==> config.mk <==
export PLATFORM = sky130hd
export DESIGN_NAME = sfrd_receiver
export DESIGN_NICKNAME = d
export VERILOG_FILES = /design/src/include/sfrd_pkg.sv /design/src/core/sfrd_cfield_dec.sv /design/src/core/sfrd_receiver.sv /design/src/core/sfrd_sync2.sv
export VERILOG_INCLUDE_DIRS = /design/src /design/src/include
export SDC_FILE = /design/constraint.sdc
export NUM_CORES = 1
export LEC_CHECK = 0
export BUFFER_PORTS_ARGS = -buffer_cell sky130_fd_sc_hd__buf_2
export CAP_MARGIN = 20
export CORE_MARGIN = 5
export CORE_UTILIZATION = 45
export DETAILED_ROUTE_END_ITERATION = 8
export PLACE_DENSITY = 0.68
export SKIP_LAST_GASP = 1
export SLEW_MARGIN = 25
export SYNTH_ARGS = -nofsm -noshare
export SYNTH_HDL_FRONTEND = slang
export SYNTH_SLANG_ARGS = --single-unit
==> constraint.sdc <==
create_clock -name clk_i -period 6 [get_ports clk_i]
set_input_delay 0.3 -clock clk_i [delete_from_list [all_inputs] [get_ports clk_i]]
set_output_delay 0.3 -clock clk_i [all_outputs]
set_load 0.05 [all_outputs]
==> src/include/sfrd_defines.svh <==
// Constants of the serial frame receive decoder.
// Assumes inclusion by every file that decodes frames or registers.
`ifndef SFRD_DEFINES_SVH
`define SFRD_DEFINES_SVH
`define SFRD_LEN_NARROW 5'h14
`define SFRD_LEN_WIDE 5'h18
`define SFRD_HALF_NARROW 5'h0A
`define SFRD_HALF_WIDE 5'h0C
`define SFRD_S0_FRAMES 128
`define SFRD_MT_NORM 2'h2
`define SFRD_MT_INV 2'h1
`define SFRD_CODE_FILL 2'h0
`define SFRD_CODE_CTRL 2'h1
`define SFRD_CODE_DATA0 2'h2
`define SFRD_CODE_DATA1 2'h3
`define SFRD_ADR_CTRL 6'h00
`define SFRD_ADR_STATUS 6'h01
`define SFRD_CTRL_WIDE 0
`define SFRD_CTRL_FLAG 1
`define SFRD_CTRL_DFS 2
`define SFRD_CTRL_RST 3'h0
`define SFRD_SYNC_RST 4'h0
`endif

==> src/include/sfrd_pkg.sv <==
// Types of the serial frame receive decoder.
// Assumes nothing beyond a SystemVerilog compiler.
package sfrd_pkg;
   typedef enum logic [1:0] {
      SFRD_S0 = 2'h0,
      SFRD_S1 = 2'h1,
      SFRD_S2 = 2'h2,
      SFRD_S3 = 2'h3
   } sfrd_lstate_t;

   typedef struct packed {
      logic        ctrl_n;
      logic        data_n;
      logic        fill_type;
      logic        flag;
      logic        error;
      logic        mt_ok;
      logic [19:0] payload;
   } sfrd_frame_t;

   typedef struct packed {
      logic [4:0]   cnt;
      logic [23:0]  sr;
      logic         strb;
      logic [6:0]   s0cnt;
      sfrd_lstate_t lstate;
      logic         prev_flag;
      sfrd_frame_t  stage;
      sfrd_frame_t  out;
      logic         rdy_n;
      logic [2:0]   ctrl;
      logic         ack;
      logic [31:0]  rdat;
   } sfrd_top_st_t;
endpackage

==> src/core/sfrd_cfield_dec.sv <==
// Combinational control-field and data-field decoder for one frame.
// Assumes the frame window holds the control field in bits 23:20.
`timescale 1ns/10ps
`include "sfrd_defines.svh"
module sfrd_cfield_dec (
   input  wire logic        [23:0] frame_i,
   input  wire logic               wide_i,
   input  wire logic               flag_data_i,
   input  wire logic               dfs_i,
   input  wire logic               prev_flag_i,
   output sfrd_pkg::sfrd_frame_t   dec_o
);
   logic [3:0]  cf;
   logic        inv;
   logic [1:0]  code;
   logic [19:0] raw;
   logic [19:0] pay;
   logic        bad_fill;
   logic        bad_flag;

   always_comb begin
      cf   = frame_i[23:20];
      inv  = (cf[3:2] == `SFRD_MT_INV);
      code = inv ? ~cf[1:0] : cf[1:0];
      raw  = wide_i ? frame_i[19:0] : {4'h0, frame_i[19:4]};
      pay  = inv ? (raw ^ (wide_i ? 20'hF_FFFF : 20'h0_FFFF)) : raw;
      dec_o = '0;
      dec_o.payload = pay;
      dec_o.mt_ok   = (cf[3:2] == `SFRD_MT_NORM) || inv;
      dec_o.ctrl_n  = (code != `SFRD_CODE_CTRL);
      dec_o.data_n  = (code[1] != 1'h1);
      dec_o.flag    = (code == `SFRD_CODE_DATA1);
      dec_o.fill_type = (code == `SFRD_CODE_FILL) && pay[0];
      bad_fill = (code == `SFRD_CODE_FILL) && (pay[19:1] != 19'h0_0000);
      // Without flag-as-data the flag checks frame parity when DFS is set, and must be low when DFS is clear
      bad_flag = !flag_data_i && code[1] &&
                 (dfs_i ? (dec_o.flag == prev_flag_i) : dec_o.flag);
      dec_o.error = !dec_o.mt_ok || bad_fill || bad_flag;
   end
endmodule

==> src/core/sfrd_receiver.sv <==
// Receive decoder: frame demux, field decode, link state machine,
// Wishbone control and status registers.
// Assumes clk_i is the recovered serial bit clock, one bit per cycle,
// and that pins reach it through the two-stage synchroniser.
//
// Notes on behaviour
// - Sample serial input on recovered bit clock.
// - Frame is 20 bits, or 24 wide.
// - Top four bits control, rest data.
// - Control field gives type and inversion.
// - Valid flags low per type; fill both high.
// - Control field errors feed state machine.
// - Flag-as-data restores flag as data bit.
// - Otherwise flag marks even or odd frame.
// - Data field restored using decoder decision.
// - Both reset pins low restart link.
// - Two outputs encode the link state.
// - Ready pin resampled by frame strobe.
// - Strobe falls at boundary, rises mid-frame.
// - Outputs update after strobe falling edge.
// - Outputs lag input by two frames.
// - Link state changes only at boundary.
// - Reset or error forces state zero.
// - State zero for 128 frames, then one.
// - Later states follow received training fills.
// - Wide select expects 24-bit frames.
// - Master transition aligns frame boundaries.
// - Flag-as-data must match transmitter setting.
//
// Design decisions made here: the register addresses and the Wishbone interface to the registers.
`timescale 1ns/10ps
`include "sfrd_defines.svh"
module sfrd_receiver #(
   parameter int S0_FRAMES = `SFRD_S0_FRAMES
) (
   input  wire logic        clk_i,
   input  wire logic        rst_i,
   input  wire logic        ce_i,
   input  wire logic        serial_data_i,
   input  wire logic        link_up_request_i,
   input  wire logic        link_sm_reset0_n_i,
   input  wire logic        link_sm_reset1_n_i,
   input  wire logic        wb_cyc_i,
   input  wire logic        wb_stb_i,
   input  wire logic        wb_we_i,
   input  wire logic [7:0]  wb_adr_i,
   input  wire logic [3:0]  wb_sel_i,
   input  wire logic [31:0] wb_dat_i,
   output logic      [31:0] wb_dat_o,
   output logic             wb_ack_o,
   output logic      [19:0] payload_o,
   output logic             control_word_valid_n_o,
   output logic             data_word_valid_n_o,
   output logic             fill_frame_type_o,
   output logic             error_o,
   output logic             flag_o,
   output logic             link_state_hi_o,
   output logic             link_state_lo_o,
   output logic             link_ready_n_o,
   output logic             recovered_frame_strobe_o
);
   if (S0_FRAMES < 2 || S0_FRAMES > 128) begin : g_chk
      $error("S0_FRAMES must lie in 2..128");
   end

   localparam logic [6:0] S0_LAST = 7'(S0_FRAMES - 1);

   sfrd_pkg::sfrd_top_st_t st;
   sfrd_pkg::sfrd_top_st_t next_st;
   sfrd_pkg::sfrd_frame_t  dec;

   logic [3:0]  pins_s;
   logic        sin;
   logic        act_s;
   logic        lrst;
   logic [4:0]  len;
   logic [4:0]  half;
   logic        last;
   logic [23:0] frame;
   logic        wb_req;
   logic [5:0]  widx;

   // Pins cross into the bit clock domain
   sfrd_sync2 #(
      .W       (4),
      .RST_VAL (`SFRD_SYNC_RST)
   ) u_sync (
      .clk_i (clk_i),
      .rst_i (rst_i),
      .ce_i  (ce_i),
      .d_i   ({link_sm_reset1_n_i, link_sm_reset0_n_i,
               link_up_request_i, serial_data_i}),
      .q_o   (pins_s)
   );

   assign sin   = pins_s[0];
   assign act_s = pins_s[1];
   assign lrst  = !pins_s[2] && !pins_s[3];

   sfrd_cfield_dec u_dec (
      .frame_i     (frame),
      .wide_i      (st.ctrl[`SFRD_CTRL_WIDE]),
      .flag_data_i (st.ctrl[`SFRD_CTRL_FLAG]),
      .dfs_i       (st.ctrl[`SFRD_CTRL_DFS]),
      .prev_flag_i (st.prev_flag),
      .dec_o       (dec)
   );

   assign frame = {sin, st.sr[23:1]};

   always_comb begin
      next_st = st;
      len  = st.ctrl[`SFRD_CTRL_WIDE] ? `SFRD_LEN_WIDE : `SFRD_LEN_NARROW;
      half = st.ctrl[`SFRD_CTRL_WIDE] ? `SFRD_HALF_WIDE : `SFRD_HALF_NARROW;
      // A shrink of the frame size wraps the position at once
      last = (st.cnt >= len - 5'h01);
      wb_req = wb_cyc_i && wb_stb_i && !st.ack;
      widx = wb_adr_i[7:2];

      // Demux: newest bit enters at the top of the window
      next_st.sr = frame;

      if (last) begin
         // Missing master transition slips the window by one bit
         if (dec.mt_ok) begin
            next_st.cnt = 5'h00;
         end else begin
            next_st.cnt = st.cnt;
         end
         next_st.stage = dec;
         next_st.out   = st.stage;
         next_st.rdy_n = !act_s;
         if (!dec.data_n && dec.mt_ok) begin
            next_st.prev_flag = dec.flag;
         end

         // Link state machine steps once per frame
         if (lrst || st.stage.error) begin
            next_st.lstate = sfrd_pkg::SFRD_S0;
            next_st.s0cnt  = 7'h00;
         end else begin
            case (st.lstate)
               sfrd_pkg::SFRD_S0: begin
                  if (st.s0cnt == S0_LAST) begin
                     next_st.lstate = sfrd_pkg::SFRD_S1;
                  end else begin
                     next_st.s0cnt = st.s0cnt + 7'h01;
                  end
               end
               sfrd_pkg::SFRD_S1: begin
                  // Any training fill shows the far end in lock
                  if (st.stage.ctrl_n && st.stage.data_n) begin
                     next_st.lstate = sfrd_pkg::SFRD_S2;
                  end
               end
               sfrd_pkg::SFRD_S2: begin
                  // Second training fill shows the far end ready
                  if (st.stage.ctrl_n && st.stage.data_n &&
                      st.stage.fill_type) begin
                     next_st.lstate = sfrd_pkg::SFRD_S3;
                  end
               end
               sfrd_pkg::SFRD_S3: begin
                  next_st.lstate = sfrd_pkg::SFRD_S3;
               end
               default: begin
                  next_st.lstate = sfrd_pkg::SFRD_S0;
               end
            endcase
         end
      end else begin
         next_st.cnt = st.cnt + 5'h01;
      end

      // Strobe falls only at a boundary and rises only at mid-frame,
      // so a frame-size change cannot make a stray edge
      if (last && dec.mt_ok) begin
         next_st.strb = 1'b0;
      end else if (next_st.cnt == half) begin
         next_st.strb = 1'b1;
      end

      // Wishbone slave, one wait state, unmapped reads zero
      next_st.ack = wb_req;
      if (wb_req) begin
         next_st.rdat = 32'h0000_0000;
         case (widx)
            `SFRD_ADR_CTRL: begin
               next_st.rdat[2:0] = st.ctrl;
               if (wb_we_i && wb_sel_i[0]) begin
                  next_st.ctrl = wb_dat_i[2:0];
               end
            end
            `SFRD_ADR_STATUS: begin
               next_st.rdat[3:0] = {st.out.error, st.rdy_n, st.lstate};
            end
            default: begin
               next_st.rdat = 32'h0000_0000;
            end
         endcase
      end

      if (!ce_i) begin
         next_st = st;
      end

      if (rst_i) begin
         next_st           = '0;
         next_st.ctrl      = `SFRD_CTRL_RST;
         next_st.stage.ctrl_n = 1'h1;
         next_st.stage.data_n = 1'h1;
         next_st.out.ctrl_n   = 1'h1;
         next_st.out.data_n   = 1'h1;
         next_st.rdy_n     = 1'h1;
         next_st.lstate    = sfrd_pkg::SFRD_S0;
      end
   end

   always_ff @(posedge clk_i) begin
      st <= next_st;
   end

   assign payload_o                = st.out.payload;
   assign control_word_valid_n_o   = st.out.ctrl_n;
   assign data_word_valid_n_o      = st.out.data_n;
   assign fill_frame_type_o        = st.out.fill_type;
   assign error_o                  = st.out.error;
   assign flag_o                   = st.out.flag;
   assign link_state_hi_o          = st.lstate[1];
   assign link_state_lo_o          = st.lstate[0];
   assign link_ready_n_o           = st.rdy_n;
   assign recovered_frame_strobe_o = st.strb;
   assign wb_dat_o                 = st.rdat;
   assign wb_ack_o                 = st.ack;
endmodule

==> src/core/sfrd_sync2.sv <==
// Two-stage synchroniser for a group of pin inputs.
// Assumes single clock; stage one feeds stage two only.
`timescale 1ns/10ps
module sfrd_sync2 #(
   parameter int         W       = 4,
   parameter logic [W-1:0] RST_VAL = '0
) (
   input  wire logic         clk_i,
   input  wire logic         rst_i,
   input  wire logic         ce_i,
   input  wire logic [W-1:0] d_i,
   output logic      [W-1:0] q_o
);
   typedef struct packed {
      logic [W-1:0] s2;
      logic [W-1:0] s1;
   } sfrd_sync_st_t;

   sfrd_sync_st_t st;
   sfrd_sync_st_t next_st;

   always_comb begin
      next_st = st;
      if (rst_i) begin
         next_st.s1 = RST_VAL;
         next_st.s2 = RST_VAL;
      end else if (ce_i) begin
         next_st.s1 = d_i;
         next_st.s2 = st.s1;
      end
   end

   always_ff @(posedge clk_i) begin
      st <= next_st;
   end

   assign q_o = st.s2;
endmodule

# Word level (Yosys, flattened, before mapping)

Cells that the tools add are included.

$add $sub $neg: 3
Order comparisons: 1
Equality and inequality tests: 15
Muxes and demuxes: 20
Bitwise logic cells: 3
Reduce and logical (&&, ||, !) cells: 35

Operators by type and width:

| operator                                                              | number |
|---|---|
| 20-bit 2-to-1 mux                                                     | 3 |
| 20-bit XOR                                                            | 1 |
| 19-bit nonzero test                                                   | 1 |
| 7-bit 2-to-1 mux                                                      | 2 |
| 1-bit logical AND                                                     | 12 |
| 5-bit 2-to-1 mux                                                      | 2 |
| 9-bit 2-to-1 mux                                                      | 1 |
| 3-bit != test, second input constant                                  | 3 |
| 2-bit equality test, second input constant                            | 4 |
| 2-bit 2-to-1 mux                                                      | 4 |
| 2-bit one-hot mux with 4 select lines                                 | 1 |
| 4-bit AND reduction                                                   | 2 |
| 7-bit by 1-bit adder with 7-bit output, second input constant         | 1 |
| 7-bit equality test, second input constant                            | 1 |
| 6-bit by 1-bit equality test with 1-bit output, second input constant | 1 |
| 1-bit logical NOT                                                     | 6 |
| 6-bit logical NOT                                                     | 1 |
| 3-bit one-hot mux with 2 select lines                                 | 1 |
| 2-bit AND reduction                                                   | 3 |
| 5-bit by 1-bit adder with 5-bit output, second input constant         | 1 |
| 5-bit by 4-bit equality test with 1-bit output                        | 1 |
| 5-bit >= comparator                                                   | 1 |
| 5-bit AND reduction                                                   | 1 |
| 5-bit by 1-bit subtractor with 5-bit output, second input constant    | 1 |
| other kinds (13)                                                      | 22 |

Bits in registers: 107
Bits of input ports: 54

# Logic depth before layout (Yosys ltp)

Depth after elaboration: 7
Mapped depth: 10

# Cells and area by module

From an unflattened synthesis, not the netlist that was laid out.

Cell total of the unflattened synthesis: 643
Area total of the unflattened synthesis: 5355.1 um^2

By module, submodules not included:

| module          | times used | cells each | area each (um^2) | seq. area each (um^2) |
|---|---|---|---|---|
| sfrd_receiver   | 1          | 508        | 4285.4           | 1961.9 |
| sfrd_cfield_dec | 1          | 105        | 754.5            | 0.0 |
| sfrd_sync2      | 1          | 30         | 315.3            | 160.2 |

# Least setup slack after synthesis

Ideal clock, no wire load.

Path kind: register -> register
Start: register st[33] in the netlist's numbering
End: register st (netlist bit link_ready_n_o)
Setup time: 120 ps
Arrival time: 2158 ps
Setup slack: 3722 ps
Stages on the path, launching flop included: 10
Clock period less this slack: 2278 ps
Path through: dfxtp_1 > buf_6 > buf_2 > inv_1 > ha_1 > a211o_1 > o21ai_2 > buf_2 > nor2_1 > a211o_1

Cells in the longest elaborated chain, start to end: 4

RTL lines:

| item                                        | RTL line             | text |
|---|---|---|
| from (decl)                                 | sfrd_receiver.sv:68  | `sfrd_pkg::sfrd_top_st_t st;` |
| from (signal assigned)                      | sfrd_receiver.sv:220 | `st <= next_st;` |
| 4-bit 2-to-1 mux (no source line)           | n/a                  |  |
| 5-bit by 1-bit subtractor with 5-bit output | sfrd_receiver.sv:116 | `last = (st.cnt >= len - 5'h01);` |
| 5-bit >= comparator                         | sfrd_receiver.sv:116 |  |
| 2-bit AND reduction (no source line)        | n/a                  |  |

Every way passes these cells.
A chain may end at the register's enable or synchronous reset.

# Final worst setup path

Start: register st[126] in the netlist's numbering
End: register st[88] in the netlist's numbering

Cells in the longest elaborated chain, start to end: 2

RTL lines:

| item                                 | RTL line |
|---|---|
| 5-bit >= comparator                  | sfrd_receiver.sv:116 |
| 2-bit AND reduction (no source line) | n/a |

Every way passes these cells.

==> results.ini <==
[yosys]
ys_ff_latch = 106
synth_top_cell_by_area = dfxtp_1
synth_commonest_cells = 106 x dfxtp_1, 94 x nand2_1, 65 x nor2_1, 57 x a21oi_1, 57 x mux2i_1
synth_flop_cell = dfxtp_1
yosysMostFrequentCell = dfxtp_1
syn_inst = 636
yosysUniqueCellTypes = 59
synth.avg_cell_area_um2 = 8.38
synthArstFlopShare_pct = 0
yosys_warnings = 0
synth-edff-count = 0
synth_top_area_share_pct = 39.8
ys_seq_area_share_pct = 39.8
synth_area_leaders = dfxtp_1 40%, mux2i_1 11%, buf_4 7.3%
netlist_area_um2 = 5330

[detailed_routing]
vias_per_cell = 5.23
maxUsedRoutingLayer = met4
drt_iter0_markers = 276
route.met2.wl_um = 4800
drt-wirelength-per-cell_um = 13.1
dr_total_vias = 4093
met3_length_um = 415
wirelength_um = 10300
firstDrtPassIters = 6
drc_errors = 0
ant_nets = 0
drt-met1-wl_um = 4920

[clock_tree]
clkSlewWorstSetupHoldPaths_ns = 0.07
cts_resized = 0
postCtsSetupRepairBufs = 0
cts_max_level = 3
clockRootBuffer = clkbuf_16
hold_buffers = 0
cts_max_path_buffers = 2
numCtsBuffers = 9
cts_tree = built
numClockSinks = 106
worstSkewPairLatency_ns = 0.35

[die]
die_height_um = 119
die_area_um2 = 14100
core_um2 = 11500
io_pins = 116
row_count = 39
initial_core_util_pct = 46.3
die-width_um = 119

[placed_design]
place_hpwl_um = 6780
placed_cells = 767
dpl-instance-area_um2 = 5350
port_buffers = 53
gp_congestion = 0.811

[setup_path]
rrSetupSlack_ns = 3.57
timing.rr.start = st[126]
criticalPathCategory = register to register
cp-start-kind = register
cp_max_fo = 51
arrival_ns = 2.67
reg2reg_depth = 6
endpoint_kind = register
required_ns = 6.24
r2r_end = st[88]

[status]
run_status = complete, no violations

[sta]
tns_ns = 0
finClkSkew_ns = 0.00493
finalSetupViolCount = 0
max_freq_ghz = 0.411
post-route-period-util_pct = 40.5
hold_viol = 0
grt_setup_unrepaired = no
slew-limit-headroom_pct = 33.0
tightest_slew_ns = 1.00
fin_crit_ns = 2.43
slew_violations = 0

[power_and_ir_drop]
p_per_area_nw_per_um2 = 254
irDropWorstVdd_mv = 0.119
power_uw = 1440
p_leak_uw = 0.00222

[layout]
final_util_pct = 49.2
diodes = 0
area_delta_synth_final_pct = 6.15
instances_no_fill = 783
fin_nets = 693
final_cell_area_um2 = 5660
drive_gt1_share_pct = 12.7

[global_route]
grt_pass1_wl_um = 17500
grt_use_total_pct = 14.7
grt_pass1_vias = 3754
antenna_found_initial = 0
globalRouteOverflowTotal = 0
grt_max_degree = 101

[min_path]
whs_path_depth = 3
holdPathEnd = u_sync.st[1]
hold_start = link_up_request_i
hold_path.class = input pin to register

[run]
cap_violations = 0

cells by family after synthesis:
kind of cell             after synthesis  share of synthesized area, %
AND/OR/NAND/NOR                      232                          20.0
AO/OA/AOI/OAI                        106                          12.3
flip-flops                           106                          39.8
buffers and inverters                102                          11.4
multiplexers                          59                          11.2
XOR/XNOR                              26                          4.27
adder cells (fa/ha/maj)                4                         0.939
other                                  1                        0.0703
cell type report:
| type | count | area [um^2] |
|---|---|---|
| clock inverters | 4 | 76.3 |
| inverters | 4 | 15.0 |
| multi-input cells | 455 | 2720 |
| well taps | 143 | 179 |
| fillers | 1108 | 5860 |
| clock buffers | 12 | 236 |
| flip-flops and latches | 106 | 2120 |
| repair buffers | 59 | 310 |
metal layers:
metal	GRT usage, %	vias up
li1	-	2088
met1	19.4	1906
met2	23.3	88
met3	3.18	11
met4	6.52	0
met5	0	-
worst max-delay path: stages (launching register included):
cell and delay [ns]:
dfxtp_1 0.54, ha_1 0.35, a211o_1 0.38, o21ai_4 0.20, buf_4 0.44, a211oi_1 0.11, a211o_1 0.28
cells in the final DEF, fill, tap and decap left out, types with 2 or more instances in the layout:
master,instances
dfxtp_1,106
nand2_1,94
nor2_1,65
mux2i_1,57
a21oi_1,57
buf_2,53
conb_1,28
nand3_1,18
xnor2_1,18
and3_1,10
clkbuf_16,9
nand2b_1,8
o21ai_0,8
xor2_1,8
o211ai_1,6
nor3_1,6
buf_4,6
a211o_1,5
or3_1,5
inv_1,4
a211oi_1,4
nor2b_1,4
nand3b_1,4
o31ai_1,4
ha_1,4
nand4_1,3
or4_1,3
nor4_1,3
clkbuf_1,3
and2_1,2
a311oi_1,2
a41oi_1,2
a22oi_1,2
a32oi_1,2
bufinv_16,2
power by group:
| group | total [uW] | leakage [uW] | internal (uW) | switching (uW) |
|---|---|---|---|---|
| Clock | 620 | 0.000147 | 367 | 253 |
| Combinational | 103 | 0.00122 | 24.7 | 78.2 |
| Sequential | 714 | 0.000855 | 708 | 5.65 |
| Total | 1440 | 0.00222 | 1100 | 337 |
how the worst max path moves through the flow:
stage / start / to / slack [ns] / depth (start not counted)
after floorplan: st[33] / link_ready_n_o / 3.72 / 9
after global placement: ce_i / st[98] / 3.57 / 8
after detailed placement: ce_i / st[98] / 3.50 / 8
after CTS: st[126] / st[88] / 3.56 / 6
after global routing: st[126] / st[93] / 3.37 / 7
final: st[126] / st[88] / 3.57 / 6
metrics by stage:
step                setup WS (ns)  hold WS (ns)
global placement             3.57         0.438
global route                 3.37         0.178
floorplan                    3.72         0.432
finish                       3.57         0.183
detailed placement           3.50         0.444
CTS                          3.56         0.174
registers in the layout, summed over array words and instances, names as in the netlist:
signal	cells
flag_o	1
data_word_valid_n_o	1
u_sync.st	4
payload_o	20
control_word_valid_n_o	1
link_ready_n_o	1
frame	23
fill_frame_type_o	1
link_state_lo_o	1
error_o	1
wb_dat_o	4
u_sync.q_o	4
recovered_frame_strobe_o	1
link_state_hi_o	1
wb_ack_o	1
st	41
Note: power is estimated with default switching activity, not from simulation.
